$ cat src/core/lbcc_pkg.sv
// Package for the local bus configuration controls block.
package lbcc_pkg;

  localparam int unsigned ADDR_W = 4;

  // Register byte offsets.
  localparam logic [3:0] OFF_CTRL = 4'h0;
  localparam logic [3:0] OFF_STAT = 4'h4;
  localparam logic [3:0] OFF_IRQ = 4'h8;
  localparam logic [3:0] OFF_MASK = 4'hC;

  // Control register bit positions.
  localparam int unsigned CTRL_COMBINE_BIT = 0;
  localparam int unsigned CTRL_ARB_BIT = 1;
  localparam int unsigned CTRL_DMA_RST_BIT = 2;
  localparam int unsigned CTRL_BUS_RST_BIT = 3;
  localparam int unsigned CTRL_PASS_A_BIT = 4;
  localparam int unsigned CTRL_PASS_B_BIT = 5;
  localparam int unsigned CTRL_W = 6;

  localparam logic [5:0] CTRL_RESET = 6'h00;
  localparam logic [3:0] IRQ_RESET = 4'h0;
  localparam int unsigned IRQ_W = 4;

  // Interrupt status bits.
  localparam int unsigned IRQ_DMA_REL_BIT = 0;
  localparam int unsigned IRQ_BUS_REL_BIT = 1;
  localparam int unsigned IRQ_QUEUE_A_BIT = 2;
  localparam int unsigned IRQ_QUEUE_B_BIT = 3;

  // Interrupt kinds a channel raises towards the DMA support state machine.
  typedef struct packed {
    logic receive_pool_full_irq;
    logic transmit_pool_ready_irq;
    logic receive_message_complete_irq;
    logic other_irq;
  } lbcc_chan_irq_t;

  // Per-channel DMA acknowledge pins.
  typedef struct packed {
    logic ack_tx;
    logic ack_rx;
  } lbcc_ack_pair_t;

endpackage : lbcc_pkg

$ cat src/core/lbcc_top.sv
// Local bus configuration controls with a classic Wishbone register slave.
// Summary of operation
// Combining only acts in local bus mode; otherwise separate tx and rx acknowledges.
// Combining merges each channel's tx and rx acknowledge onto one pin.
// Each freed pin carries its phase-one clock only when its own direction bit (0 for channel A, 1 for channel B) is output.
// Arbitration-master clear: slave role, hold-acknowledge pin is an input.
// Arbitration-master set: master role, hold-acknowledge pin is driven.
// DMA support reset zero holds the state machine in initial state.
// Bus controller reset zero holds the external bus controller in reset.
// Channel A pass-all forwards every channel A interrupt to the queue.
// Channel B pass-all forwards every channel B interrupt to the queue.
// Software sets pin and role controls before releasing both reset controls.
//
// The address map and register access over Wishbone were left to the implementer.
`timescale 1ns/10ps
module lbcc_top (
  input wire logic clock_i,
  input wire logic reset_n_i,
  input wire logic wb_cyc_i,
  input wire logic wb_stb_i,
  input wire logic wb_we_i,
  input wire logic [3:0] wb_adr_i,
  input wire logic [3:0] wb_sel_i,
  input wire logic [31:0] wb_dat_i,
  output logic [31:0] wb_dat_o,
  output logic wb_ack_o,
  output logic irq_o,
  input wire logic local_bus_select_i,
  input wire logic [1:0] gp_pin_direction_i,
  input wire logic bus_ctrl_phase1_clk_i,
  input wire logic pci_phase1_clk_i,
  input wire lbcc_pkg::lbcc_ack_pair_t ack_int_chan_a_i,
  input wire lbcc_pkg::lbcc_ack_pair_t ack_int_chan_b_i,
  output logic ack_tx_chan_a_o,
  output logic ack_rx_chan_a_o,
  output logic ack_tx_chan_b_o,
  output logic ack_rx_chan_b_o,
  input wire logic hold_ack_int_i,
  input wire logic hold_acknowledge_i,
  output logic hold_acknowledge_o,
  output logic hold_acknowledge_oe_o,
  output logic hold_ack_seen_o,
  output logic arb_master_o,
  output logic dma_support_reset_n_o,
  output logic bus_ctrl_reset_n_o,
  input wire lbcc_pkg::lbcc_chan_irq_t chan_a_irq_i,
  input wire lbcc_pkg::lbcc_chan_irq_t chan_b_irq_i,
  output logic queue_irq_a_o,
  output logic queue_irq_b_o
);

  logic [lbcc_pkg::CTRL_W-1:0] ctrl_q;
  logic [lbcc_pkg::IRQ_W-1:0] irq_stat_q;
  logic [lbcc_pkg::IRQ_W-1:0] irq_mask_q;
  logic [lbcc_pkg::IRQ_W-1:0] irq_event;
  logic [31:0] rd_d;
  logic ack_q;
  logic access;
  logic wr_ctrl;
  logic wr_irq;
  logic wr_mask;
  logic combine;
  logic combine_ack_pins;
  logic arb_master_select;
  logic dma_support_reset_n;
  logic bus_ctrl_reset_n;
  logic pass_all_irq_chan_a;
  logic pass_all_irq_chan_b;
  logic dma_rel_q;
  logic bus_rel_q;
  logic queue_a_q;
  logic queue_b_q;

  assign combine_ack_pins = ctrl_q[lbcc_pkg::CTRL_COMBINE_BIT];
  assign arb_master_select = ctrl_q[lbcc_pkg::CTRL_ARB_BIT];
  assign dma_support_reset_n = ctrl_q[lbcc_pkg::CTRL_DMA_RST_BIT];
  assign bus_ctrl_reset_n = ctrl_q[lbcc_pkg::CTRL_BUS_RST_BIT];
  assign pass_all_irq_chan_a = ctrl_q[lbcc_pkg::CTRL_PASS_A_BIT];
  assign pass_all_irq_chan_b = ctrl_q[lbcc_pkg::CTRL_PASS_B_BIT];

  // Bus slave: one wait state, ack for one cycle, then drops.
  assign access = wb_cyc_i && wb_stb_i && !ack_q;
  assign wr_ctrl = access && wb_we_i && wb_sel_i[0] && (wb_adr_i == lbcc_pkg::OFF_CTRL);
  assign wr_irq = access && wb_we_i && wb_sel_i[0] && (wb_adr_i == lbcc_pkg::OFF_IRQ);
  assign wr_mask = access && wb_we_i && wb_sel_i[0] && (wb_adr_i == lbcc_pkg::OFF_MASK);

  always_ff @(posedge clock_i or negedge reset_n_i) begin
    if (!reset_n_i) begin
      ack_q <= 1'b0;
    end else begin
      ack_q <= access;
    end
  end
  assign wb_ack_o = ack_q;

  always_comb begin
    rd_d = 32'h0000_0000;
    case (wb_adr_i)
      lbcc_pkg::OFF_CTRL: rd_d[lbcc_pkg::CTRL_W-1:0] = ctrl_q;
      lbcc_pkg::OFF_STAT: rd_d[4:0] = {hold_ack_seen_o, bus_ctrl_reset_n, dma_support_reset_n,
                                       combine, local_bus_select_i};
      lbcc_pkg::OFF_IRQ: rd_d[lbcc_pkg::IRQ_W-1:0] = irq_stat_q;
      lbcc_pkg::OFF_MASK: rd_d[lbcc_pkg::IRQ_W-1:0] = irq_mask_q;
      default: rd_d = 32'h0000_0000;
    endcase
  end

  always_ff @(posedge clock_i or negedge reset_n_i) begin
    if (!reset_n_i) begin
      wb_dat_o <= 32'h0000_0000;
    end else if (access && !wb_we_i) begin
      wb_dat_o <= rd_d;
    end
  end

  // Both reset controls come up zero, so the blocks stay held until software releases them.
  always_ff @(posedge clock_i or negedge reset_n_i) begin
    if (!reset_n_i) begin
      ctrl_q <= lbcc_pkg::CTRL_RESET;
    end else if (wr_ctrl) begin
      ctrl_q <= wb_dat_i[lbcc_pkg::CTRL_W-1:0];
    end
  end

  always_ff @(posedge clock_i or negedge reset_n_i) begin
    if (!reset_n_i) begin
      irq_mask_q <= lbcc_pkg::IRQ_RESET;
    end else if (wr_mask) begin
      irq_mask_q <= wb_dat_i[lbcc_pkg::IRQ_W-1:0];
    end
  end

  // Acknowledge pin routing.
  assign combine = combine_ack_pins && local_bus_select_i;

  always_comb begin
    if (combine) begin
      ack_tx_chan_a_o = ack_int_chan_a_i.ack_tx || ack_int_chan_a_i.ack_rx;
      ack_tx_chan_b_o = ack_int_chan_b_i.ack_tx || ack_int_chan_b_i.ack_rx;
      ack_rx_chan_a_o = gp_pin_direction_i[0] ? bus_ctrl_phase1_clk_i : 1'b0;
      ack_rx_chan_b_o = gp_pin_direction_i[1] ? pci_phase1_clk_i : 1'b0;
    end else begin
      ack_tx_chan_a_o = ack_int_chan_a_i.ack_tx;
      ack_rx_chan_a_o = ack_int_chan_a_i.ack_rx;
      ack_tx_chan_b_o = ack_int_chan_b_i.ack_tx;
      ack_rx_chan_b_o = ack_int_chan_b_i.ack_rx;
    end
  end

  // Arbitration role.
  assign arb_master_o = arb_master_select;
  assign hold_acknowledge_oe_o = arb_master_select;
  assign hold_acknowledge_o = arb_master_select ? hold_ack_int_i : 1'b0;
  assign hold_ack_seen_o = arb_master_select ? 1'b0 : hold_acknowledge_i;

  assign dma_support_reset_n_o = dma_support_reset_n;
  assign bus_ctrl_reset_n_o = bus_ctrl_reset_n;

  // Interrupt forwarding: normally only the other kinds are queued.
  always_ff @(posedge clock_i or negedge reset_n_i) begin
    if (!reset_n_i) begin
      queue_a_q <= 1'b0;
      queue_b_q <= 1'b0;
    end else begin
      queue_a_q <= dma_support_reset_n && (chan_a_irq_i.other_irq ||
                   (pass_all_irq_chan_a && (|chan_a_irq_i[3:1])));
      queue_b_q <= dma_support_reset_n && (chan_b_irq_i.other_irq ||
                   (pass_all_irq_chan_b && (|chan_b_irq_i[3:1])));
    end
  end
  assign queue_irq_a_o = queue_a_q;
  assign queue_irq_b_o = queue_b_q;

  // Events: releases of each reset control and forwarded queue interrupts.
  always_ff @(posedge clock_i or negedge reset_n_i) begin
    if (!reset_n_i) begin
      dma_rel_q <= 1'b0;
      bus_rel_q <= 1'b0;
    end else begin
      dma_rel_q <= dma_support_reset_n;
      bus_rel_q <= bus_ctrl_reset_n;
    end
  end
  assign irq_event = {queue_b_q, queue_a_q, bus_ctrl_reset_n && !bus_rel_q,
                      dma_support_reset_n && !dma_rel_q};

  // Set wins over a write-one clear in the same cycle.
  genvar gi;
  generate
    for (gi = 0; gi < lbcc_pkg::IRQ_W; gi++) begin : g_irq
      always_ff @(posedge clock_i or negedge reset_n_i) begin
        if (!reset_n_i) begin
          irq_stat_q[gi] <= 1'b0;
        end else if (irq_event[gi]) begin
          irq_stat_q[gi] <= 1'b1;
        end else if (wr_irq && wb_dat_i[gi]) begin
          irq_stat_q[gi] <= 1'b0;
        end
      end
    end
  endgenerate
  assign irq_o = |(irq_stat_q & irq_mask_q);

  // Assertions.
  property p_sep_pins;
    @(posedge clock_i) disable iff (!reset_n_i)
      !combine |-> (ack_rx_chan_a_o == ack_int_chan_a_i.ack_rx);
  endproperty
  a_sep_pins: assert property (p_sep_pins) else $error("Separate rx ack wrong.");

  property p_comb_pins;
    @(posedge clock_i) disable iff (!reset_n_i)
      (combine_ack_pins && local_bus_select_i) |->
        (ack_tx_chan_b_o == (ack_int_chan_b_i.ack_tx | ack_int_chan_b_i.ack_rx));
  endproperty
  a_comb_pins: assert property (p_comb_pins) else $error("Combined ack wrong.");

  property p_clk_pin;
    @(posedge clock_i) disable iff (!reset_n_i)
      (combine && !gp_pin_direction_i[0]) |-> !ack_rx_chan_a_o;
  endproperty
  a_clk_pin: assert property (p_clk_pin) else $error("Clock pin driven as input.");

  property p_slave;
    @(posedge clock_i) disable iff (!reset_n_i)
      !arb_master_select |->
        !hold_acknowledge_oe_o && (hold_ack_seen_o == hold_acknowledge_i);
  endproperty
  a_slave: assert property (p_slave) else $error("Slave drives hold ack.");

  property p_master;
    @(posedge clock_i) disable iff (!reset_n_i)
      (wr_ctrl && wb_dat_i[lbcc_pkg::CTRL_ARB_BIT]) |=> hold_acknowledge_oe_o;
  endproperty
  a_master: assert property (p_master) else $error("Master not driving.");

  property p_dma_hold;
    @(posedge clock_i) disable iff (!reset_n_i)
      !dma_support_reset_n_o |=> !queue_irq_a_o && !queue_irq_b_o;
  endproperty
  a_dma_hold: assert property (p_dma_hold) else $error("Held machine queued.");

  property p_bus_rel;
    @(posedge clock_i) disable iff (!reset_n_i)
      (wr_ctrl && wb_dat_i[lbcc_pkg::CTRL_BUS_RST_BIT]) |=> bus_ctrl_reset_n_o;
  endproperty
  a_bus_rel: assert property (p_bus_rel) else $error("Bus controller not released.");

  property p_pass_a;
    @(posedge clock_i) disable iff (!reset_n_i)
      (dma_support_reset_n && pass_all_irq_chan_a && chan_a_irq_i.receive_pool_full_irq)
        |=> queue_irq_a_o;
  endproperty
  a_pass_a: assert property (p_pass_a) else $error("Channel A not forwarded.");

  property p_pass_b;
    @(posedge clock_i) disable iff (!reset_n_i)
      (dma_support_reset_n && !pass_all_irq_chan_b && !chan_b_irq_i.other_irq)
        |=> !queue_irq_b_o;
  endproperty
  a_pass_b: assert property (p_pass_b) else $error("Channel B leaked.");

  property p_sep_other;
    @(posedge clock_i) disable iff (!reset_n_i)
      !combine |-> (ack_tx_chan_a_o == ack_int_chan_a_i.ack_tx) &&
        (ack_tx_chan_b_o == ack_int_chan_b_i.ack_tx) &&
        (ack_rx_chan_b_o == ack_int_chan_b_i.ack_rx);
  endproperty
  a_sep_other: assert property (p_sep_other) else $error("Separate ack pins wrong.");

  property p_comb_a;
    @(posedge clock_i) disable iff (!reset_n_i)
      combine |->
        (ack_tx_chan_a_o == (ack_int_chan_a_i.ack_tx | ack_int_chan_a_i.ack_rx));
  endproperty
  a_comb_a: assert property (p_comb_a) else $error("Combined channel A ack wrong.");

  property p_bus_clk_pin;
    @(posedge clock_i) disable iff (!reset_n_i)
      (combine && gp_pin_direction_i[0]) |->
        (ack_rx_chan_a_o == bus_ctrl_phase1_clk_i);
  endproperty
  a_bus_clk_pin: assert property (p_bus_clk_pin) else $error("Bus clock not on freed pin.");

  property p_pci_clk_pin;
    @(posedge clock_i) disable iff (!reset_n_i)
      combine |->
        (ack_rx_chan_b_o == (gp_pin_direction_i[1] && pci_phase1_clk_i));
  endproperty
  a_pci_clk_pin: assert property (p_pci_clk_pin) else $error("Second clock pin wrong.");

  property p_master_drive;
    @(posedge clock_i) disable iff (!reset_n_i)
      arb_master_select |->
        hold_acknowledge_oe_o && (hold_acknowledge_o == hold_ack_int_i) && !hold_ack_seen_o;
  endproperty
  a_master_drive: assert property (p_master_drive) else $error("Master hold ack wrong.");

  property p_dma_rel;
    @(posedge clock_i) disable iff (!reset_n_i)
      (wr_ctrl && wb_dat_i[lbcc_pkg::CTRL_DMA_RST_BIT]) |=> dma_support_reset_n_o;
  endproperty
  a_dma_rel: assert property (p_dma_rel) else $error("DMA support not released.");

  property p_bus_hold;
    @(posedge clock_i) disable iff (!reset_n_i)
      (wr_ctrl && !wb_dat_i[lbcc_pkg::CTRL_BUS_RST_BIT]) |=> !bus_ctrl_reset_n_o;
  endproperty
  a_bus_hold: assert property (p_bus_hold) else $error("Bus controller not held.");

  property p_norm_a;
    @(posedge clock_i) disable iff (!reset_n_i)
      (dma_support_reset_n && !pass_all_irq_chan_a && !chan_a_irq_i.other_irq)
        |=> !queue_irq_a_o;
  endproperty
  a_norm_a: assert property (p_norm_a) else $error("Channel A leaked.");

  property p_pass_b_fwd;
    @(posedge clock_i) disable iff (!reset_n_i)
      (dma_support_reset_n && pass_all_irq_chan_b && chan_b_irq_i.transmit_pool_ready_irq)
        |=> queue_irq_b_o;
  endproperty
  a_pass_b_fwd: assert property (p_pass_b_fwd) else $error("Channel B not forwarded.");

  property p_ack_pulse;
    @(posedge clock_i) disable iff (!reset_n_i)
      wb_ack_o |=> !wb_ack_o;
  endproperty
  a_ack_pulse: assert property (p_ack_pulse) else $error("Ack longer than one cycle.");

  property p_irq_set;
    @(posedge clock_i) disable iff (!reset_n_i)
      (|irq_event) |=> ((irq_stat_q & $past(irq_event)) == $past(irq_event));
  endproperty
  a_irq_set: assert property (p_irq_set) else $error("Event lost against a clear.");

  // Cover points for the main scenarios.
  c_combine: cover property (@(posedge clock_i) disable iff (!reset_n_i) combine);
  c_master: cover property (@(posedge clock_i) disable iff (!reset_n_i) hold_acknowledge_oe_o);
  c_irq: cover property (@(posedge clock_i) disable iff (!reset_n_i) irq_o);
  c_pass_a: cover property (@(posedge clock_i) disable iff (!reset_n_i) queue_irq_a_o);
  c_slave_seen: cover property (@(posedge clock_i) disable iff (!reset_n_i) hold_ack_seen_o);

endmodule : lbcc_top

$ cat config.mk
export PLATFORM = sky130hd
export DESIGN_NAME = lbcc_top
export DESIGN_NICKNAME = d
export VERILOG_FILES = /design/src/core/lbcc_pkg.sv /design/src/core/lbcc_top.sv
export SDC_FILE = /design/constraint.sdc
export NUM_CORES = 1
export LEC_CHECK = 0
export ABC_AREA = 1
export BUFFER_PORTS_ARGS = -buffer_cell sky130_fd_sc_hd__buf_2
export CAP_MARGIN = 25
export CELL_PAD_IN_SITES_DETAIL_PLACEMENT = 0
export CELL_PAD_IN_SITES_GLOBAL_PLACEMENT = 1
export CORE_UTILIZATION = 24
export CTS_BUF_LIST = sky130_fd_sc_hd__clkbuf_16
export DETAILED_ROUTE_END_ITERATION = 8
export PLACE_DENSITY_LB_ADDON = 0.1
export RECOVER_POWER = 100
export REMOVE_ABC_BUFFERS = 1
export SYNTH_ARGS = -nofsm -noshare
export SYNTH_HDL_FRONTEND = slang
export SYNTH_SLANG_ARGS = --single-unit
export TNS_END_PERCENT = 20
$ cat constraint.sdc
create_clock -name clock_i -period 1.3 [get_ports clock_i]
set_clock_uncertainty 0.15 [all_clocks]
set_input_delay 0.065 -clock clock_i [delete_from_list [all_inputs] [get_ports clock_i]]
set_output_delay 0.065 -clock clock_i [all_outputs]
set_load 0.05 [all_outputs]
=== After elaboration in Yosys (flattened, before gate mapping) ===
Index checks and enable logic that the tools add are counted.
Widths: inputs -> output; s select.

* Input port bits: 64
* Output and inout bits: 46
* Logic and storage cells: 70
* Bits in registers: 25

* Reductions and logical operators: 35
* Muxes and demuxes: 19
* Bitwise operators: 1
* Eq/ne operators: 3

{| class="wikitable"
|+ Operators with widths
! cell !! count
|-
| $logic_and 1x1->1 || 19
|-
| $mux 1 || 17
|-
| $pmux 4 s4 || 1
|-
| $eq 4x4->1 const B || 2
|-
| $reduce_bool 2->1 || 4
|-
| $reduce_or 3->1 || 2
|-
| $and 4x4->4 || 1
|-
| $eq 4x3->1 const B || 1
|-
| $logic_not 1->1 || 4
|-
| $logic_not 4->1 || 1
|-
| $logic_or 1x1->1 || 4
|-
| $reduce_or 4->1 || 1
|-
| $pmux 1 s2 || 1
|}

=== Depth between registers and ports, before layout ===
* Word-level depth: 8
* Mapped depth: 7
* Mapped depth without buffers: 7

=== Least setup slack after synthesis ===
Ideal clock, no wire load.

* Path kind: register to register
* Start: register ctrl_q[1] in the netlist's numbering
* End: register wb_dat_o[4]
* Library setup time: 66 ps
* Stages on the path, launching flop included: 6
* Required time: 1,084 ps
* Buffers on the path: 0
* Slack: -593 ps
* Period minus slack after synthesis: 1,893 ps
* Data arrival time: 1,677 ps
* Path through: dfrtp_1 nor2_1 nand3_1 nand2_1 nand2_1 nand2_1

* Word-level cells in the longest chain between the ends: 2

{| class="wikitable"
|+ Ends and longest elaborated chain
! element !! line !! RTL
|-
| from (decl) || lbcc_top.sv:52 || <nowiki>logic [lbcc_pkg::CTRL_W-1:0] ctrl_q;</nowiki>
|-
| from (signal assigned) || lbcc_top.sv:119 || <nowiki>ctrl_q <= lbcc_pkg::CTRL_RESET;</nowiki>
|-
| from (signal assigned) || lbcc_top.sv:121 || <nowiki>ctrl_q <= wb_dat_i[lbcc_pkg::CTRL_W-1:0];</nowiki>
|-
| $mux 1 || lbcc_top.sv:154 || <nowiki>assign hold_ack_seen_o = arb_master_select ? 1'b0 : hold_acknowledge_i;</nowiki>
|-
| net hold_ack_seen_o || lbcc_top.sv:42 || <nowiki>output logic hold_ack_seen_o,</nowiki>
|-
| $pmux 1 s2 || lbcc_top.sv:98 || <nowiki>case (wb_adr_i)</nowiki>
|-
| to (signal assigned) || lbcc_top.sv:112 || <nowiki>wb_dat_o <= rd_d;</nowiki>
|-
| to (decl) || lbcc_top.sv:25 || <nowiki>output logic [31:0] wb_dat_o,</nowiki>
|}

The timed path passes the listed nets, and every way through them passes these cells.
A chain may end at the register's enable or synchronous reset.

=== Final worst setup path ===
* Start: register ctrl_q[0] in the netlist's numbering
* End: output port ack_tx_chan_b_o

* Word-level cells in the longest chain between the ends: 2

{| class="wikitable"
|+ Ends and longest elaborated chain
! element !! line !! RTL
|-
| $logic_and 1x1->1 || lbcc_top.sv:134 || <nowiki>assign combine = combine_ack_pins && local_bus_select_i;</nowiki>
|-
| $mux 1 || lbcc_top.sv:137 || <nowiki>if (combine) begin</nowiki>
|-
| to (decl) || lbcc_top.sv:36 || <nowiki>output logic ack_tx_chan_b_o,</nowiki>
|}

Every way passes these cells.

==> results.toml <==
[yosys]
synth_largest_type_area_fraction_pct = 42.3
ys_seq_area_share_pct = 42.3
yosysWarnings = 0
synth_area_sq_um = 1480
synthCells = 189
synth.area.top_cells = "dfrtp_1 42%, nand2_1 14%, buf_4 14%"
ys_seq_elements = 25
syn_area_per_cell_sq_um = 7.83
yosysTopAreaCell = "dfrtp_1"
ys_types = 24

[detailed_routing]
route.detailed.wl_per_inst_um = 11.2
ant_nets = 0
drt_wl_total_mm = 3.91
dr_total_vias = 1401
drc = 0
dr.pass1.iters = 4
drt_iter0_markers = 29
avgViaCountPerCell = 4.01

[floorplanning]
dieArea_sq_um = 6490
chipHeight_um = 80.5
start_util_pct = 25.0
std_cell_rows = 28
die_w_um = 80.5
io_pins = 110
core_region_area_sq_um = 5920

[worst_setup_path]
rr_endpoint = "irq_stat_q[3]$_DFFE_PN0P_"
reg2regPathDepth = 7
crit_arrival_ns = 1.13
cp-start-kind = "register"
crit_path_cell_trace = "nand2_2, buf_6, o21bai_1, buf_4"
worst-path-max-fanout = 2
cp.required_ns = 1.09
worstSetupStartpoint = "ctrl_q[0]$_DFFE_PN0P_"
crit_path_top_delay_cell = "dfrtp_1"
critPathMaxStageDelay_ns = 0.36
reg2reg_slack_ns = -0.02
endpoint_kind = "output pin"
rr_startpoint = "wb_ack_o$_DFF_PN0_"
crit_type = "register to output pin"

[pwr]
leakage_uw = 0.00123
p_int_uw = 1420
p_switching_uw = 794
p_total_uw = 2210
clockPowerShare_pct = 31.9
peakVddDrop_v = 0.000437
p_comb_share_pct = 29.2
swShare_pct = 35.8
power_frac_seq_pct = 39.0
powerDensity_nw_per_um2 = 1030

[finish]
drive_above_1_share_pct = 35.8
final_cell_mix = "54 x nand2_1, 34 x buf_2, 26 x conb_1"
insertedDiodeCount = 0
nets = 339
final_common_cell = "nand2_1"
area_delta_synth_final_pct = 45.3
post-route-util_pct = 36.3
instances_no_fill = 349

[clocking]
clk_pin_slew_ns = 0.07
cts_tree = "yes"
cts_hold_buffers = 15
clockRootBuffer = "clkbuf_16"
htreeDepth = 1
clk_latency_ns = 0.26
cts.sinks = 25
clockBufferDepth = 2
cts_buffers = 3

[placed_design]
portBuffers = 54
gp_congestion = 0.779
dp_cells = 326
dp_hpwl_mm = 2.94

[timing]
timing.final.max_slew_violations = 0
finalCritPeriodShare_pct = 103
timing.hold.ws_ns = -0.0747
layout_min_cycle_time_ns = 1.34
maxSlewHeadroom_pct = 54.6
final.setup.worst_slack_ns = -0.0445
grt_setup_unrepaired = "true"
max_freq_mhz = 744
hold_viol = 1
setup_viol = 7
tightest_slew_ns = 0.681

[grt]
grt.overflow.total = 0
grt_pass1_wl_mm = 6.27
grt.total_usage_pct = 13.0
grt_max_degree = 26
antenna_found_initial = 0
grt_pass1_vias = 1371

[hold_path]
holdCritStartpoint = "wb_stb_i"
worstHoldPathType = "primary input to register"
hold_end = "wb_ack_o$_DFF_PN0_"
hold_depth = 3

[job]
drv_cap = 0

[status]
status = "complete, but fails checks"
violations = "negative hold slack, negative setup slack"
[layout make-up]
class,instances,area (sq um)
multi-input cells,138,694
inverters,23,86.3
fillers,667,3770
flip-flops and latches,25,627
clock buffers,3,75.1
well taps,75,93.8
repair buffers,84,571
clock inverters,1,3.75
[registers in the layout, indices dropped and copies added, names as in the netlist, 4 cells and up]
signal      cells
ctrl_q          6
wb_dat_o        6
irq_mask_q      4
irq_stat_q      4
[metrics by stage]
stage	hold WS [ns]	area [sq um]	TNS [ns]	worst slack, ns
finish	-0.0747	2150	-0.201	-0.0445
detailed placement	-0.0633	1810	-0.447	-0.0662
global placement	-0.0623	1810	-0.163	-0.0260
floorplan	-0.381	1370	-5.84	-0.838
CTS	-0.0995	2120	-0.289	-0.0579
global route	-0.0677	2150	-1.81	-0.127
[layer usage]
metal	share of wire, %	track usage [%]	vias up
li1	-	-	713
met1	44	15.6	626
met2	48	23.2	57
met3	6.1	2.05	5
met4	1.3	4.29	0
met5	0	0	-
[critical path, delay by kind of cell, from the launching register on]
family	cells	cell delay, ns
AND/OR/NAND/NOR	1	0.07
buffers and inverters	2	0.32
flip-flops	1	0.36
AO/OA/AOI/OAI	1	0.12
[worst max-delay path by stage]
stage / end
after floorplan: wb_dat_o[4]$_DFFE_PN0P_
after global placement: ctrl_q[1]$_DFFE_PN0P_
after detailed placement: ctrl_q[1]$_DFFE_PN0P_
after CTS: ack_tx_chan_a_o
after global routing: ack_rx_chan_a_o
final: ack_tx_chan_b_o
[cell families (layout without fill, tap and decap cells)]
| kind of cell | count (synthesis) | after routing | synth area share [%] |
|---|---|---|---|
| AND/OR/NAND/NOR | 94 | 94 | 30.1 |
| flip-flops | 25 | 25 | 42.3 |
| other | 1 | 26 | 0.253 |
| buffers and inverters | 51 | 111 | 19.9 |
| AO/OA/AOI/OAI | 18 | 18 | 7.52 |
[cell usage after synthesis, drive strengths merged]
cell type  count
inv           23
nor2           9
o21bai         2
or2            1
nand4          1
buf           28
nand3         22
dfrtp         25
o21ai         12
conb           1
o31ai          2
nand2         59
a21oi          2
nor3           2
[what timing repair did]
item,CTS,global route
gates cloned,0,0
hold endpoints to repair,42,1
endpoints found under the setup margin,20,27
setup buffers,3,1
pin swaps,5,6
resized for setup,21,9
[power by group through the flow]
stage | Combinational, uW | Sequential, uW | Clock (uW)
finish | 646 | 863 | 706
global route | 698 | 870 | 760
CTS | 644 | 864 | 724
detailed placement | 572 | 878 | 0
global placement | 573 | 879 | 0
floorplan | 346 | 941 | 0
Power figures use the tool's default switching activity.
